### config.mk
export PLATFORM = sky130hd
export DESIGN_NAME = vwm_top
export DESIGN_NICKNAME = d
export VERILOG_FILES = /design/src/vwm_pkg.sv /design/src/vwm_top.sv
export SDC_FILE = /design/constraint.sdc
export NUM_CORES = 1
export LEC_CHECK = 0
export BUFFER_PORTS_ARGS = -buffer_cell sky130_fd_sc_hd__buf_4
export CAP_MARGIN = 20
export CORE_UTILIZATION = 55
export DETAILED_ROUTE_END_ITERATION = 6
export GPL_ROUTABILITY_DRIVEN = 0
export PLACE_DENSITY_LB_ADDON = 0.2
export SLEW_MARGIN = 10
export SYNTH_ARGS = -nofsm -noshare
export SYNTH_HDL_FRONTEND = slang
export SYNTH_SLANG_ARGS = --single-unit
### constraint.sdc
create_clock -name clk -period 4.2 [get_ports clk]
set_input_delay 0.63 -clock clk [delete_from_list [all_inputs] [get_ports clk]]
set_output_delay 0.63 -clock clk [all_outputs]
set_load 0.01 [all_outputs]
### src/vwm_pkg.sv
// Package for the VRAM window mapper: register map, field layout, windows.
// Assumes a 32-bit AXI4-Lite register bus and a 16-bit host address bus.
package vwm_pkg;

  //////////////////////////////////////////////////////////////////////////
  // Register byte addresses
  localparam logic [3:0] VWM_OFS_A_CPU   = 4'h0;
  localparam logic [3:0] VWM_OFS_A_DISP  = 4'h4;
  localparam logic [3:0] VWM_OFS_B_CPU   = 4'h8;
  localparam logic [3:0] VWM_OFS_B_DISP  = 4'hc;
  localparam logic [3:0] VWM_OFS_EMU     = 4'h0;  // Index base of emulation
  localparam logic [4:0] VWM_OFS_EMUCTL  = 5'h10;
  localparam logic [4:0] VWM_OFS_STATUS  = 5'h14;

  //////////////////////////////////////////////////////////////////////////
  // Field layout and reset values
  localparam int         VWM_EN_BIT      = 7;
  localparam logic [7:0] VWM_A_MASK      = 8'hbf;
  localparam logic [7:0] VWM_B_MASK      = 8'h9f;
  localparam logic [7:0] VWM_CTL_RST     = 8'h00;
  localparam logic [7:0] VWM_EMU_MASK    = 8'h9f;
  localparam logic [7:0] VWM_EMU_RST     = 8'h00;
  localparam int         VWM_EMU_BANK_W  = 4;

  //////////////////////////////////////////////////////////////////////////
  // Host windows
  localparam logic [2:0] VWM_WIN_A_TOP   = 3'h1;  // Address bits 15:13
  localparam logic [1:0] VWM_WIN_B_TOP   = 2'h1;  // Address bits 15:14
  localparam int         VWM_VADDR_W     = 19;

  //////////////////////////////////////////////////////////////////////////
  // Bus answers
  localparam logic [1:0] VWM_RESP_OKAY   = 2'h0;
  localparam logic [1:0] VWM_RESP_SLVERR = 2'h2;

  typedef enum logic [1:0] {VWM_SRC_NONE, VWM_SRC_A, VWM_SRC_B, VWM_SRC_EMU}
    vwm_src_t;

endpackage : vwm_pkg

### src/vwm_top.sv
// VRAM window mapper: maps host windows onto a 512 KB video RAM.
// Assumes host requests are one byte per cycle, synchronous to clk.
//
// Overview of operation
// - Each window byte costs one video RAM cycle
// - Assert external memory select on VRAM hits
// - Window A 2000-3FFF, window B 4000-7FFF
// - Each window enabled per CPU and display
// - Separate bank numbers per master per window
// - Window A: sixty-four 8 KB banks
// - Window B: thirty-two 16 KB banks
// - Emulated expansion off while window B enabled
// - Expansion lives in upper half of VRAM
// - CPU A control: bit7 map, bits5:0 bank
// - Display A control: bit7 map, bits5:0 bank
// - CPU B control: bit7 map, bits4:0 bank
// - Display B control: bit7 maps window B
// - Video RAM addresses are 19 bits
// - A address is bank over A[12:0]
// - B address is bank over A[13:0]
`timescale 1ns/100ps

module vwm_top
  import vwm_pkg::*;
(
  input  wire logic        clk,
  input  wire logic        rst_n,
  // AXI4-Lite slave
  input  wire logic [4:0]  s_axi_awaddr,
  input  wire logic        s_axi_awvalid,
  output logic             s_axi_awready,
  input  wire logic [31:0] s_axi_wdata,
  input  wire logic [3:0]  s_axi_wstrb,
  input  wire logic        s_axi_wvalid,
  output logic             s_axi_wready,
  output logic [1:0]       s_axi_bresp,
  output logic             s_axi_bvalid,
  input  wire logic        s_axi_bready,
  input  wire logic [4:0]  s_axi_araddr,
  input  wire logic        s_axi_arvalid,
  output logic             s_axi_arready,
  output logic [31:0]      s_axi_rdata,
  output logic [1:0]       s_axi_rresp,
  output logic             s_axi_rvalid,
  input  wire logic        s_axi_rready,
  // Host side
  input  wire logic        host_req,
  input  wire logic        host_is_display,
  input  wire logic        host_we,
  input  wire logic [15:0] host_addr,
  input  wire logic [7:0]  host_wdata,
  output logic             external_memory_select,
  output logic             host_rvalid,
  output logic [7:0]       host_rdata,
  // Video RAM port
  output logic             vram_en,
  output logic             vram_we,
  output logic [18:0]      vram_addr,
  output logic [7:0]       vram_wdata,
  input  wire logic [7:0]  vram_rdata
);

  ////////////////////////////////////////////////////////////////////////////
  // Register storage
  logic [7:0]  a_cpu_ff;
  logic [7:0]  a_disp_ff;
  logic [7:0]  b_cpu_ff;
  logic [7:0]  b_disp_ff;
  logic [7:0]  emu_ff;
  logic [15:0] hit_cnt_ff;

  ////////////////////////////////////////////////////////////////////////////
  // AXI write channel
  logic        aw_held_ff;
  logic        w_held_ff;
  logic [4:0]  awaddr_ff;
  logic [31:0] wdata_ff;
  logic [3:0]  wstrb_ff;
  logic        bvalid_ff;
  logic [1:0]  bresp_ff;
  logic        awready_ff;
  logic        wready_ff;

  wire aw_take  = s_axi_awvalid && awready_ff;
  wire w_take   = s_axi_wvalid && wready_ff;
  wire wr_go    = aw_held_ff && w_held_ff && !bvalid_ff;
  wire wr_a_c   = wr_go && awaddr_ff == {1'b0, VWM_OFS_A_CPU};
  wire wr_a_d   = wr_go && awaddr_ff == {1'b0, VWM_OFS_A_DISP};
  wire wr_b_c   = wr_go && awaddr_ff == {1'b0, VWM_OFS_B_CPU};
  wire wr_b_d   = wr_go && awaddr_ff == {1'b0, VWM_OFS_B_DISP};
  wire wr_emu   = wr_go && awaddr_ff == VWM_OFS_EMUCTL;
  wire wr_stat  = wr_go && awaddr_ff == VWM_OFS_STATUS;
  wire wr_ok    = wr_a_c || wr_a_d || wr_b_c || wr_b_d || wr_emu || wr_stat;
  wire wr_lane0 = wstrb_ff[0];
  wire [7:0] wbyte = wdata_ff[7:0];

  // Write address channel, held until the write is carried out
  always_ff @(posedge clk) begin
    if (!rst_n) begin
      aw_held_ff <= 1'b0;
      awaddr_ff  <= 5'h00;
      awready_ff <= 1'b0;
    end else begin
      awready_ff <= !aw_held_ff && !aw_take && !wr_go;

      if (wr_go) begin
        aw_held_ff <= 1'b0;
      end else if (aw_take) begin
        aw_held_ff <= 1'b1;
        awaddr_ff  <= s_axi_awaddr;
      end
    end
  end

  // Write data channel, held until the write is carried out
  always_ff @(posedge clk) begin
    if (!rst_n) begin
      w_held_ff <= 1'b0;
      wdata_ff  <= 32'h0000_0000;
      wstrb_ff  <= 4'h0;
      wready_ff <= 1'b0;
    end else begin
      wready_ff <= !w_held_ff && !w_take && !wr_go;

      if (wr_go) begin
        w_held_ff <= 1'b0;
      end else if (w_take) begin
        w_held_ff <= 1'b1;
        wdata_ff  <= s_axi_wdata;
        wstrb_ff  <= s_axi_wstrb;
      end
    end
  end

  // Write response, stands until the master takes it
  always_ff @(posedge clk) begin
    if (!rst_n) begin
      bvalid_ff <= 1'b0;
      bresp_ff  <= VWM_RESP_OKAY;
    end else begin
      if (wr_go) begin
        bvalid_ff <= 1'b1;
        bresp_ff  <= wr_ok ? VWM_RESP_OKAY : VWM_RESP_SLVERR;
      end else if (bvalid_ff && s_axi_bready) begin
        bvalid_ff <= 1'b0;
      end
    end
  end

  ////////////////////////////////////////////////////////////////////////////
  // Control registers, reserved bits held at zero except bit 4 of emulation control
  always_ff @(posedge clk) begin
    if (!rst_n) begin
      a_cpu_ff  <= VWM_CTL_RST;
      a_disp_ff <= VWM_CTL_RST;
      b_cpu_ff  <= VWM_CTL_RST;
      b_disp_ff <= VWM_CTL_RST;
      emu_ff    <= VWM_EMU_RST;
    end else begin
      if (wr_a_c && wr_lane0) a_cpu_ff  <= wbyte & VWM_A_MASK;
      if (wr_a_d && wr_lane0) a_disp_ff <= wbyte & VWM_A_MASK;
      if (wr_b_c && wr_lane0) b_cpu_ff  <= wbyte & VWM_B_MASK;
      if (wr_b_d && wr_lane0) b_disp_ff <= wbyte & VWM_B_MASK;
      if (wr_emu && wr_lane0) emu_ff    <= wbyte & VWM_EMU_MASK;
    end
  end

  ////////////////////////////////////////////////////////////////////////////
  // AXI read channel
  logic        arready_ff;
  logic        rvalid_ff;
  logic [31:0] rdata_ff;
  logic [1:0]  rresp_ff;

  wire ar_take = s_axi_arvalid && arready_ff;
  wire [4:0] ra = s_axi_araddr;
  wire rd_hit  = ra == {1'b0, VWM_OFS_A_CPU} || ra == {1'b0, VWM_OFS_A_DISP}
              || ra == {1'b0, VWM_OFS_B_CPU} || ra == {1'b0, VWM_OFS_B_DISP}
              || ra == VWM_OFS_EMUCTL || ra == VWM_OFS_STATUS;
  wire [31:0] rd_word =
      ra == {1'b0, VWM_OFS_A_CPU}  ? {24'h000000, a_cpu_ff}  :
      ra == {1'b0, VWM_OFS_A_DISP} ? {24'h000000, a_disp_ff} :
      ra == {1'b0, VWM_OFS_B_CPU}  ? {24'h000000, b_cpu_ff}  :
      ra == {1'b0, VWM_OFS_B_DISP} ? {24'h000000, b_disp_ff} :
      ra == VWM_OFS_EMUCTL         ? {24'h000000, emu_ff}    :
      ra == VWM_OFS_STATUS         ? {16'h0000, hit_cnt_ff}  :
                                     32'h0000_0000;

  always_ff @(posedge clk) begin
    if (!rst_n) begin
      arready_ff <= 1'b0;
      rvalid_ff  <= 1'b0;
      rdata_ff   <= 32'h0000_0000;
      rresp_ff   <= VWM_RESP_OKAY;
    end else begin
      arready_ff <= !rvalid_ff && !ar_take;
      if (ar_take) begin
        rvalid_ff <= 1'b1;
        rdata_ff  <= rd_word;
        rresp_ff  <= rd_hit ? VWM_RESP_OKAY : VWM_RESP_SLVERR;
      end else if (rvalid_ff && s_axi_rready) begin
        rvalid_ff <= 1'b0;
      end
    end
  end

  ////////////////////////////////////////////////////////////////////////////
  // Window decode and address forming
  wire in_a = host_addr[15:13] == VWM_WIN_A_TOP;
  wire in_b = host_addr[15:14] == VWM_WIN_B_TOP;

  // Per-master control selection
  wire [7:0] ctl_a = host_is_display ? a_disp_ff : a_cpu_ff;
  wire [7:0] ctl_b = host_is_display ? b_disp_ff : b_cpu_ff;
  wire en_a = ctl_a[VWM_EN_BIT];
  wire en_b = ctl_b[VWM_EN_BIT];
  wire b_any = b_cpu_ff[VWM_EN_BIT] || b_disp_ff[VWM_EN_BIT];

  // Emulation is shared by both masters, off while window B is on
  wire emu_on = emu_ff[VWM_EN_BIT] && !b_any;

  vwm_src_t src;
  assign src = (in_a && en_a)   ? VWM_SRC_A   :
               (in_b && en_b)   ? VWM_SRC_B   :
               (in_b && emu_on) ? VWM_SRC_EMU :
                                  VWM_SRC_NONE;

  logic [18:0] addr_mux;
  always_comb begin
    unique case (src)
      VWM_SRC_A:    addr_mux = {ctl_a[5:0], host_addr[12:0]};
      VWM_SRC_B:    addr_mux = {ctl_b[4:0], host_addr[13:0]};
      VWM_SRC_EMU:  addr_mux = {1'b1, emu_ff[VWM_EMU_BANK_W-1:0],
                                host_addr[13:0]};
      VWM_SRC_NONE: addr_mux = 19'h00000;
    endcase
  end

  wire hit = host_req && src != VWM_SRC_NONE;

  ////////////////////////////////////////////////////////////////////////////
  // Video RAM access, one cycle per byte
  logic        vram_en_ff;
  logic        vram_we_ff;
  logic [18:0] vram_addr_ff;
  logic [7:0]  vram_wdata_ff;
  logic        ext_sel_ff;
  logic        rd_pend_ff;
  logic        host_rvalid_ff;
  logic [7:0]  host_rdata_ff;

  // Direction of the hit
  wire wr_hit = hit && host_we;
  wire rd_hit_host = hit && !host_we;

  // Next hit count
  wire [15:0] nxt_hit_cnt = hit_cnt_ff + 16'h0001;

  ////////////////////////////////////////////////////////////////////////////
  // Memory strobe and direction
  always_ff @(posedge clk) begin
    if (!rst_n) begin
      vram_en_ff <= 1'b0;
      vram_we_ff <= 1'b0;
    end else begin
      vram_en_ff <= hit;
      vram_we_ff <= wr_hit;
    end
  end

  // Memory address and write data
  always_ff @(posedge clk) begin
    if (!rst_n) begin
      vram_addr_ff  <= 19'h00000;
      vram_wdata_ff <= 8'h00;
    end else begin
      vram_addr_ff  <= addr_mux;
      vram_wdata_ff <= host_wdata;
    end
  end

  // Host memory disable
  always_ff @(posedge clk) begin
    if (!rst_n) begin
      ext_sel_ff <= 1'b0;
    end else begin
      ext_sel_ff <= hit;
    end
  end

  ////////////////////////////////////////////////////////////////////////////
  // Read return to the host
  always_ff @(posedge clk) begin
    if (!rst_n) begin
      rd_pend_ff     <= 1'b0;
      host_rvalid_ff <= 1'b0;
    end else begin
      rd_pend_ff     <= rd_hit_host;
      host_rvalid_ff <= rd_pend_ff;
    end
  end

  // Read byte capture
  always_ff @(posedge clk) begin
    if (!rst_n) begin
      host_rdata_ff <= 8'h00;
    end else begin
      if (rd_pend_ff) begin
        host_rdata_ff <= vram_rdata;
      end
    end
  end

  ////////////////////////////////////////////////////////////////////////////
  // Count of window hits for the status register
  always_ff @(posedge clk) begin
    if (!rst_n) begin
      hit_cnt_ff <= 16'h0000;
    end else begin
      if (hit) begin
        hit_cnt_ff <= nxt_hit_cnt;
      end
    end
  end

  ////////////////////////////////////////////////////////////////////////////
  // Outputs

  assign s_axi_awready          = awready_ff;
  assign s_axi_wready           = wready_ff;
  assign s_axi_bvalid           = bvalid_ff;
  assign s_axi_bresp            = bresp_ff;
  assign s_axi_arready          = arready_ff;
  assign s_axi_rvalid           = rvalid_ff;
  assign s_axi_rdata            = rdata_ff;
  assign s_axi_rresp            = rresp_ff;
  assign external_memory_select = ext_sel_ff;
  assign host_rvalid            = host_rvalid_ff;
  assign host_rdata             = host_rdata_ff;
  assign vram_en                = vram_en_ff;
  assign vram_we                = vram_we_ff;
  assign vram_addr              = vram_addr_ff;
  assign vram_wdata             = vram_wdata_ff;

endmodule : vwm_top

==> summary by stage, run 1 <==
Drt
Using the TritonRoute via totals, the vias-per-cell ratio works out to 5.263. The violation count after the first detailed-routing iteration is 236. Before antenna repair, the detailed router went through 4 iterations. The total detailed-routing wirelength is 11710 µm. The post-route DRC violation count is 0. Once detail routing completed, the nets flagged for antenna violations numbered 0. Dividing the detail-routed wire length by the instance count gives 14.74 µm. The routed via count is 4179.

CTS
The later pin in the worst-skew pair is clocked with a latency of 0.52 ns. Once the clock tree was built, the setup fixing pass inserted 0 buffers. The clock drives 125 sinks. The root cell of the clock tree is clkbuf_8. The number of gates given a new drive strength after cts is 0. The CTS buffer count is 17. The CTS tree is yes. After clock tree synthesis, the flow added hold-fix buffers numbering 0. Clock-pin slew was measured on the worst setup and hold paths at 0.06 ns. The number of H-tree branching levels is 4.

No sink is reached through more buffers than the 2 on the longest clock path.

STA
The count of endpoints failing hold in the final timing report is 0. The time the final worst path needs with I/O delays and setup is between 2 and 2.5 ns. Based on the critical path, the design can be clocked at up to 0.4914 GHz. The number of endpoints failing setup at the final stage is 0. The relative slew slack is 46.16%. The setup TNS is 0 ns. The clock skew is 0.006214 ns.

The number of max-slew violations in the final report is 0. The post-route clock period utilization is between 40% and 50%. Setup repair after global routing left no endpoint under its margin. For the pin with the worst max-slew slack, the measured transition is a little over 0.8 ns.

Synth
The top cell type by area accounts for 47.84% of the synthesized area. After synthesis the cells add up to 5231 µm². Among all flip-flop cells after synthesis, the most frequent one is dfxtp_1.

In the post-synthesis netlist, the biggest area contributors are dfxtp_1 (48%), mux2i_1 (16%), nand2_1 (3.9%). The share of flip-flops with an asynchronous set or reset after synthesis is 0%. After synthesis, the mean cell area works out to 9.670 µm².

The synthesized instance count is 541. The number of unique standard cell types used by synthesis is 50. Counting flops and latches in the post-synthesis netlist gives 125. Summed over all instances, the cell type with the most area after synthesis is dfxtp_1. The sequential cell area fraction in the yosys report is 47.84%. The count of flip-flops with a built-in enable after synthesis is 0.

Yosys printed 0 warnings.

Layout
The area growth from synthesis to layout is 28.94%. The number of antenna diodes in the final layout is 0. The count of nets after finishing is 741. In the final layout, the share of cells above drive strength 1 is 25.26%. Once layout is done, the placed cells without fillers occupy 6745 µm². The filler cell count is 695. Summing all multi-input logic gate instances after layout gives 2484 µm². In the layout the commonest cells are dfxtp_1 (125), buf_4 (124), mux2i_1 (85).

Leaving out fill and tap cells, the most frequent cell in the layout is dfxtp_1. The sequential cell area in the final layout is 2502 µm².

Floorplanning
The initial utilization of the core area, before any placement, comes to 56.61%. The cell row count is 35. During I/O placement, the number of pins put on the boundary was 168. The die boundary height is 99.53 µm. The x dimension of the die is 99.53 µm. The area of the die is 9905 µm². The core region is a little over 9000 µm².

Pwr
Across the VDD grid, the largest voltage drop is 0.0002756 V. Overall power consumption after layout is estimated at ~0.0029 W. Power spread over the standard cell area amounts to 430.3 nW/µm².

The static power due to leakage is 2.834 nW.

Worst setup path
The worst path arrival time is about 2.5 ns. The largest fanout of any net on the critical path is 19. The startpoint-to-endpoint class of the critical path is reg2reg. STA classifies the critical path startpoint as a register. The reg-to-reg setup timing slack is 2.16 ns. The launch point of the worst reg-to-reg path is emu_ff[7]. The category of the worst setup path capture point is a register. The data required time of the worst path is about 4.7 ns. For the worst flop-to-flop path, the logic depth is 4.

The endpoint identified for the worst register-to-register timing path is hit_cnt_ff[13].

Global routing
For this run, the total global-route usage over all layers was measured as 24.73%. The maximum number of pins on one net before global-route repair is 63. The via count of the first global-routing pass was 4051. The first global-routing pass estimated 19200 µm of wire. The total global routing overflow is 0. The initial antenna violation count was 0.

Worst hold path
The path class of the tightest hold or removal check is in2reg. The worst hold path terminates at rd_pend_ff. The worst hold path was traced through 2 stages. The hold path startpoint is host_we.

Placed design
The detailed placer's ending HPWL is 8043 µm. Once placement finished, the instance area stood at 6108 µm². Port buffering added 121 buffers.

Status
The run finished with clean final reports.

Run
The number of max-capacitance violations reported is 0.
-- how the worst max path moves through the flow --
stage	to	startpoint	cells after the start	slack, ns
global route	vram_addr[12]	rst_n	5	1.97
floorplan	hit_cnt_ff[1]	host_is_display	6	2.23
detailed placement	vram_addr[5]	rst_n	5	1.64
global placement	vram_addr[10]	rst_n	5	1.76
CTS	vram_addr[5]	rst_n	5	2.17
finish	hit_cnt_ff[13]	emu_ff[7]	4	2.16
-- final cells by class --
cell class                      count  share of cell area (%)
Inverter                           10                  0.5565
Clock inverter                     13                   2.782
Tap cell                          129                   2.393
Sequential cell                   125                   37.10
Timing Repair Buffer              124                   13.80
Multi-Input combinational cell    374                   36.82
Clock buffer                       19                   6.548
-- sequential cells by signal, summed over array words and instances, names as in the netlist, 5 cells and up --
signal,flops
b_disp_ff,6
awaddr_ff,5
b_cpu_ff,6
vram_addr,19
host_rdata,8
vram_wdata,8
hit_cnt_ff,16
s_axi_rdata,16
a_disp_ff,7
emu_ff,6
a_cpu_ff,7
wdata_ff,7
-- critical path, cell delays in order (launching register included) --
cell	delay, ns
dfxtp_1	0.36
nor3b_1	0.40
o211ai_2	0.42
a2111oi_1	0.54
mux2i_1	0.24
-- per-layer routing --
metal,vias to the layer above,track usage [%],wire [µm],share of wire [%]
met5,-,0,0,0
met4,0,9.615,176,1.5
met3,16,6.254,502,4.3
met2,112,42.31,5922,51
met1,1989,29.86,5106,44
li1,2062,-,-,-
-- stage by stage --
stage / hold slack, ns / cells / setup slack, ns / utilization [%]
floorplan: 0.4423 / 558 / 2.233 / -
global placement: 0.4357 / 761 / 1.763 / 66.11
detailed placement: 0.4450 / 761 / 1.640 / 66.11
CTS: 0.2686 / 793 / 2.168 / 72.92
global route: 0.2599 / 794 / 1.974 / 73.00
finish: 0.2774 / 794 / 2.165 / 73.00
-- Yosys cell counts, types with 3 or more instances --
master,n
dfxtp_1,125
mux2i_1,85
nand2_1,55
nor2_1,54
and2_1,26
clkbuf_1,22
buf_4,19
a21oi_1,17
nand2b_1,15
o21ai_0,12
inv_1,10
a22o_1,9
nand3_1,7
buf_2,6
nor2b_1,6
nor3_1,5
a2bb2oi_1,4
mux2_2,4
nand4_1,4
o21a_1,4
o221ai_1,4
o22a_1,4
a211oi_1,3
a21boi_0,3
and3_1,3
o22ai_1,3
-- kinds of logic (layout without fill, tap and decap cells) --
kind of cell | after synthesis | in the layout | synth area share (%)
multiplexers | 89 | 89 | 17.13
other | 1 | 18 | 0.07168
AO/OA/AOI/OAI | 76 | 76 | 10.36
buffers and inverters | 59 | 166 | 6.027
adder cells (fa/ha/maj) | 1 | 1 | 0.2391
flip-flops | 125 | 125 | 47.84
AND/OR/NAND/NOR | 190 | 190 | 18.34
-- power breakdown --
part           internal [W]  switching, W  leakage (nW)
logic             0.0000764     0.0000814          1.52
clock network      0.000998      0.000529         0.301
registers           0.00120     0.0000143          1.01
No activity file was read; power rests on OpenSTA's default activity.
==> run 2: changes to the inputs <==
Settings changed: ABC_AREA from default to 1, CORE_UTILIZATION 55 to 51.
Clock period 4.2 ns to 2.1 ns, I/O delays scaled along.
==> run 2 against run 1 <==
Against the previous run: sequential power up 100%; synthesized cell count up 38%; power up 92%; largest power group unchanged; worst setup slack worse by 1.7 ns; combinational power up 120%; first-iteration DRC count up 8.5%.
==> summary by stage, run 2 <==
Floorplanning
The floorplan core area is 10320 µm² (+12%). The x dimension of the die is 105.4 µm (+5.9%). The number of top-level design ports is 168 (unchanged). The die boundary height is 105.4 µm (+5.9%).

The area of the die came to 11100 µm² (+12%). The initial core utilization is 52.79% (-3.8 points). The cell row count was 37 (+5.7%).

Placed design
The cell total after placement is 978 (+29%). The detailed placer's ending HPWL was 9401 µm (+17%). The quantity of I/O buffers inserted on ports is 121 (unchanged).

Global routing
The total global routing overflow is 0 (unchanged). The initial antenna violation count is 0 (unchanged). The maximum number of pins on one net before global-route repair came to 60 (-4.8%). The first-pass GRT wire length was 22050 µm (+15%). The via count of the first global-routing pass came to 4776 (+18%).

The all-layer global routing usage is 24.82% (+0.091 points).

CTS
The CTS tree is yes. The clock latency on the worst-skew pair is 0.52 ns (about the same). The clock sink count came to 125 (unchanged). The total setup buffers inserted after CTS is 0 (unchanged). The number of gates given a new drive strength after cts is 0 (unchanged). The root cell of the clock tree is clkbuf_8. The maximum clock path buffer count is 2 (unchanged).

The clock slew at the register clock pins of the worst setup and hold paths is 0.06 ns (about the same). The number of H-tree branching levels is 4 (unchanged). The CTS buffer count is 17 (unchanged).

Synth
Ranked by instance count, the synthesized netlist is headed by nand2_1 (140), dfxtp_1 (125), inv_1 (94). The largest family of logic cells by synthesized area is simple AND/OR/NAND/NOR gates. The simple-gate share of the synthesized area is 25.09% (+6.7 points). The multiplexer share of the synthesized area is 0% (-17 points). The fraction of synthesized cell area in xor and xnor cells is 0.9642% (+0.96 points). The share of flip-flops with an asynchronous set or reset after synthesis came to 0% (unchanged). The share of synthesized cell area in full adder, half adder and majority cells is 0.2296% (-0.0096 points).

The top flip-flop cell by instance count after synthesis is dfxtp_1. The total standard cell area after synthesis was 5450 µm² (+4.2%). The number of unique standard cell types used by synthesis is 38 (-24%). The post-synthesis area per instance is 7.316 µm² (-24%). nand2_1 is the most common cell in the netlist. By area the synthesized netlist is led by dfxtp_1 (46%), nand2_1 (9.6%), o21ai_0 (6.8%). The most area-hungry cell type in the Yosys netlist is dfxtp_1. The synthesis-stage register bit count is 125 (unchanged).

The sequential cell area fraction in the yosys report is 45.91% (-1.9 points). The count of flip-flops with a built-in enable after synthesis was 0 (unchanged). The synthesized instance count is 745 (+38%).

The Yosys warning count came to 0 (unchanged). The compound-gate portion of the synthesized area is 15.66% (+5.3 points). The area fraction of the dominant cell type after synthesis is 45.91% (-1.9 points).

Layout
The proportion of layout cells with a drive suffix above 1 is 22.00% (-3.3 points). The filler cell count is 857 (+23%). The number of diodes is 0 (unchanged). The flip-flop count of the largest register, all copies and words added is 19 (unchanged).

The commonest non-fill, non-tap cell in the layout is nand2_1. In the layout the commonest cells are nand2_1 (140), buf_4 (126), dfxtp_1 (125). The area added between synthesis and finish is 30.07%. The final standard cell count with taps included and fillers excluded is 1027 (+29%). The count of nets after finishing was 967 (+30%).

Drt
The routed via count was 5157 (+23%). The post-route DRC violation count is 0 (unchanged). The detail-routed net length per standard cell is 12.95 µm (-12%).

The ratio of routed vias to standard cells is 5.021 (-4.6%). The violation count after the first detailed-routing iteration came to 256 (+8.5%). The total detailed-routing wirelength is 13300 µm (+14%). The number of nets still failing antenna checks after routing is 0 (unchanged). The number of iterations in the first detailed-routing pass came to 5 (+1).

STA
The highest clock frequency the design can meet came to 0.6077 GHz (+24%). The post-route clock period utilization came to 78.36% (+30 points). Setup repair after global routing left no endpoint under its margin.

The count of endpoints failing hold in the final timing report was 0 (unchanged). The number of max-slew violations in the final report was 0 (unchanged). The number of endpoints failing setup at the final stage was 0 (unchanged). The clock skew is 0.01114 ns (+0.004929 ns). The transition time at the pin with the least slew margin is 0.6233 ns (-0.1819 ns). The setup TNS is 0 ns (unchanged). The relative slew slack is 58.40% (+12 points).

The time the final worst path needs with I/O delays and setup was 1.646 ns (-0.3896 ns).

Worst hold path
In this run the worst hold path is classified as in2reg. The worst hold path begins at host_addr[1]. The cell depth of the worst hold path is 3 (+1). The worst hold path endpoint is vram_addr[1].

Worst setup path
The critical path launch point type is a register. The path depth of the worst reg2reg path was 6 (+2). The reg-to-reg setup timing slack is 0.45 ns (-1.71 ns). The largest fanout of any net on the critical path was 7 (-12). The worst setup path is captured at a register. The worst path arrival time was 2.08 ns (-0.40 ns).

Tracing the worst setup path back leads to its startpoint at hit_cnt_ff[0]. In this run the critical register-to-register path is captured at hit_cnt_ff[4]. The startpoint-to-endpoint class of the critical path is reg2reg. The launch point of the worst reg-to-reg path is hit_cnt_ff[0].

The data required time of the worst path is 2.54 ns (-2.11 ns).

Pwr
The maximum VDD drop is 0.0004907 V (+78%). The static power due to leakage came to 3.248 nW (+15%). The power per cell area is 785.2 nW/µm² (+82%).

Status
The flow ran to the end, and the final reports show no timing, DRC or antenna violations.

Run
The number of max-capacitance violations reported was 0 (unchanged).
## run 2: changes by cell type in the layout (fill, tap and decap cells not counted), moves of 26 or more
| cell | change |
|---|---|
| o21ai_0 | +62 |
| mux2i_1 | -85 |
| inv_1 | +84 |
| a21oi_1 | +51 |
| and2_1 | -26 |
| nand2_1 | +85 |
| nand3_1 | +35 |
## run 2: cells by family (layout without fill, tap and decap cells)
group / after synthesis / count (layout)
flip-flops: 125 / 125
adder cells (fa/ha/maj): 1 / 1
XOR/XNOR: 6 / 6
other: 1 / 18
AO/OA/AOI/OAI: 162 / 162
buffers and inverters: 145 / 274
AND/OR/NAND/NOR: 305 / 305
## run 2: worst max-delay path, stage by stage (launching register included)
cell and delay [ns]:
dfxtp_1 0.46, ha_1 0.34, inv_1 0.07, nor2_1 0.29, xor2_1 0.18, nand3_1 0.09, a21oi_1 0.15
## run 2: metrics by stage
stage               worst slack [ns]  power [W]  hold slack (ns)  utilization, %  instance area (µm²)
floorplan                     0.7262   0.002681           0.3933               -                 5514
global placement              0.4583   0.002805           0.4260           61.47                 6346
detailed placement            0.4513   0.002814           0.4352           61.47                 6346
CTS                           0.4772   0.005597        0.0004570           68.67                 7089
global route                  0.2779   0.005756          0.01750           68.67                 7089
finish                        0.4544   0.005566          0.01202           68.67                 7089
## run 2: report_power, final
part | switching, W | internal (W)
combinational | 0.000190 | 0.000157
sequential | 0.0000339 | 0.00241
clock | 0.00112 | 0.00166
## run 2: how the worst max path moves through the flow
stage	endpoint	slack [ns]	cells after the start
4_1_cts	hit_cnt_ff[4]	0.48	6
6_report	hit_cnt_ff[4]	0.45	6
2_1_floorplan	hit_cnt_ff[12]	0.73	8
3_5_place_dp	hit_cnt_ff[13]	0.45	10
3_3_place_gp	hit_cnt_ff[14]	0.46	10
5_1_grt	hit_cnt_ff[12]	0.28	8
## run 2: metal layers
layer / vias up / track usage [%] / share of wire, %
met5: - / 0 / 0
met4: 0 / 8.249 / 1.1
met1: 2338 / 30.34 / 42
met2: 177 / 41.78 / 49
li1: 2625 / - / -
met3: 17 / 7.174 / 7.2
## run 2: layout make-up
class	instances	area, µm²	share of cell area [%]
Inverter	99	374.1	5.277
Clock buffer	19	441.7	6.230
Tap cell	136	170.2	2.400
Timing Repair Buffer	143	1116	15.74
Clock inverter	13	131.4	1.853
Sequential cell	125	2502	35.30
Multi-Input combinational cell	492	2354	33.20
## run 2: timing repair
action / 4_1_cts / 5_1_grt
endpoints found under the hold margin: 17 / 0
endpoints found under the setup margin: 0 / 0
hold buffers: 17 / 0
==> run 3: changes to the inputs <==
Clock period 2.1 ns to 1.53 ns, I/O delays scaled along.
==> run 3 against run 2 <==
Against the previous run: register-to-register slack got worse by 0.36 ns; final cell count increased by 3.8%; final area increased by 5.8%; first-iteration DRC count increased by 75%; sequential power increased by 37%; count of clock-buffer cells in the layout decreased by 1; critical path depth unchanged; clock power increased by 39%; combinational power increased by 61%; sequential cell count unchanged; global-route usage increased by 2.1 points.
==> summary by stage, run 3 (synthesized netlist as in run 2, its figures left out) <==
Global routing
The first-pass GRT wire length is 23730 µm (+7.6%). The total global routing overflow is 0 (unchanged). The maximum number of pins on one net before global-route repair is 86 (+43%).

The initial antenna violation count is 0 (unchanged). The via count of the first global-routing pass is 5181 (+8.5%). The all-layer global routing usage is 26.97% (+2.1 points).

Layout
The proportion of layout cells with a drive suffix above 1 is 23.01% (+1.0 points). Compared with the post-synthesis result, the final layout area differs by 37.67%. The flip-flop count of the largest register, all copies and words added came to 19 (unchanged). The final standard cell count with taps included and fillers excluded is 1066 (+3.8%). The number of diodes is 0 (unchanged).

The count of nets after finishing is 1006 (+4.0%). Leaving out fill and tap cells, the most frequent cell in the layout is nand2_1. The top cell types in the final layout, fill and taps aside, are nand2_1 (140), buf_4 (136), dfxtp_1 (125).

CTS
The total setup buffers inserted after CTS is 0 (unchanged). The maximum clock path buffer count is 2 (unchanged). The CTS buffer count is 17 (unchanged). The CTS tree is yes.

The clock sink count is 125 (unchanged). Clock tree synthesis selected as its root buffer the cell clkbuf_8. The number of H-tree branching levels is 4 (unchanged).

The clock latency on the worst-skew pair is 0.53 ns (about the same). The clock slew at the register clock pins of the worst setup and hold paths is 0.06 ns (about the same).

STA
The clock skew is 0.008834 ns (-0.002308 ns). The number of max-slew violations in the final report was 0 (unchanged). The number of endpoints failing setup at the final stage is 0 (unchanged). Setup repair after global routing could not meet its margin everywhere. The relative slew slack came to 57.91% (-0.49 points). The transition time at the pin with the least slew margin is 0.6306 ns (+0.007327 ns). The time the final worst path needs with I/O delays and setup is 1.440 ns (-0.2056 ns).

The highest clock frequency the design can meet is 0.6945 GHz (+14%). The count of endpoints failing hold in the final timing report was 0 (unchanged). The post-route clock period utilization came to 94.12% (+16 points).

Pwr
The maximum VDD drop was 0.0006306 V (+29%). The power per cell area is 1035 nW/µm² (+32%). The static power due to leakage is 3.429 nW (+5.6%). The power consumption was 0.007762 W (+39%).

Floorplanning
The number of top-level design ports is 168 (unchanged). The floorplan core area is 10320 µm² (unchanged). The area of the die is 11100 µm² (unchanged). The cell row count is 37 (unchanged). The die boundary height is 105.4 µm (unchanged). The x dimension of the die is 105.4 µm (unchanged).

The initial core utilization is 52.79% (unchanged).

Worst setup path
The cell at the slowest stage of the critical path is dfxtp_1. The worst setup path is launched from a register. The startpoint-to-endpoint class of the critical path is reg2reg.

The data required time of the worst path was 1.93 ns (-0.61 ns). STA classifies the critical path endpoint as a register. On the critical path the largest part of the delay comes from simple AND/OR/NAND/NOR gates. The delay of the slowest critical-path stage is 0.30 ns (-0.16 ns). The buffer and inverter count on the worst path came to 1 (unchanged). The worst path arrival time is 1.84 ns (-0.24 ns). Walking the worst path, the cells encountered are inv_1 > nand3_1 > nor2_1 > nand3_4 > o21ai_0 > a21oi_1.

The largest fanout of any net on the critical path came to 12 (+5).

Drt
The post-route DRC violation count was 0 (unchanged). The detail-routed net length per standard cell is 13.66 µm (+5.5%). The total detailed-routing wirelength is 14570 µm (+9.5%). The violation count after the first detailed-routing iteration is 449 (+75%). The ratio of routed vias to standard cells was 5.070 (+0.97%). The number of iterations in the first detailed-routing pass is 5 (unchanged). The number of nets still failing antenna checks after routing came to 0 (unchanged). The routed via count was 5405 (+4.8%).

Status
The run finished with clean final reports.

Placed design
The cell total after placement came to 991 (+1.3%). The quantity of I/O buffers inserted on ports is 121 (unchanged). The detailed placer's ending HPWL was 9670 µm (+2.9%).

Run
The number of max-capacitance violations reported is 0 (unchanged).

Worst hold path
The worst hold path belongs to the class in2reg.
## run 3: worst register-to-register path, stage by stage, from the launching register on
cell and delay (ns):
dfxtp_1 0.30, inv_1 0.13, nand3_1 0.17, nor2_1 0.25
nand3_4 0.19, o21ai_0 0.21, a21oi_1 0.07
## run 3: layout make-up
class	instances	area, µm²
Clock buffer	18	427.9
Clock inverter	14	145.1
Fill cell	779	2820
Inverter	99	374.1
Multi-Input combinational cell	492	2381
Sequential cell	125	2502
Tap cell	136	170.2
Timing Repair Buffer	182	1503
## run 3: power by group
part / total (W) / internal (W) / switching, W
registers: 0.00336 / 0.00331 / 0.0000491
clock network: 0.00384 / 0.00236 / 0.00149
logic: 0.000558 / 0.000271 / 0.000286
## run 3: layer usage
metal  routed length (µm)  global-route usage [%]  part of all wire (%)
met1                 6091                   31.95                    42
met2                 7271                   46.38                    50
met3                  893                   7.545                   6.1
met4                  311                   9.859                   2.1
met5                    0                       0                     0
## run 3: final timing paths
check	cells past startpoint	slack, ns	end	from
setup / recovery	6	0.09	b_cpu_ff[0]	awaddr_ff[2]
hold / removal	3	0.00008	wdata_ff[7]	s_axi_wdata[7]
setup reg to reg	6	0.09	b_cpu_ff[0]	awaddr_ff[2]
hold reg to reg	1	0.44	s_axi_wready	w_held_ff
## run 3: metrics by stage
| stage | area (µm²) | TNS [ns] | hold slack, ns | utilization, % | setup WS [ns] |
|---|---|---|---|---|---|
| 2_1_floorplan | 5514 | 0 | 0.3078 | - | 0.1562 |
| 3_3_place_gp | 6469 | 0 | 0.4061 | 62.66 | 0.09934 |
| 3_5_place_dp | 6469 | 0 | 0.4118 | 62.66 | 0.03363 |
| 4_1_cts | 7477 | 0 | 0.002651 | 72.43 | 0.07136 |
| 5_1_grt | 7503 | -0.02426 | 0.01135 | 72.68 | -0.01972 |
| 6_report | 7503 | 0 | 0.00007816 | 72.68 | 0.09003 |
## run 3: what timing repair did
| action | in CTS | in global routing |
|---|---|---|
| hold endpoints to repair | 45 | 0 |
| resized for setup | 1 | 8 |
| hold buffers | 43 | 0 |
| gates cloned | 0 | 0 |
| endpoints found under the setup margin | 2 | 18 |
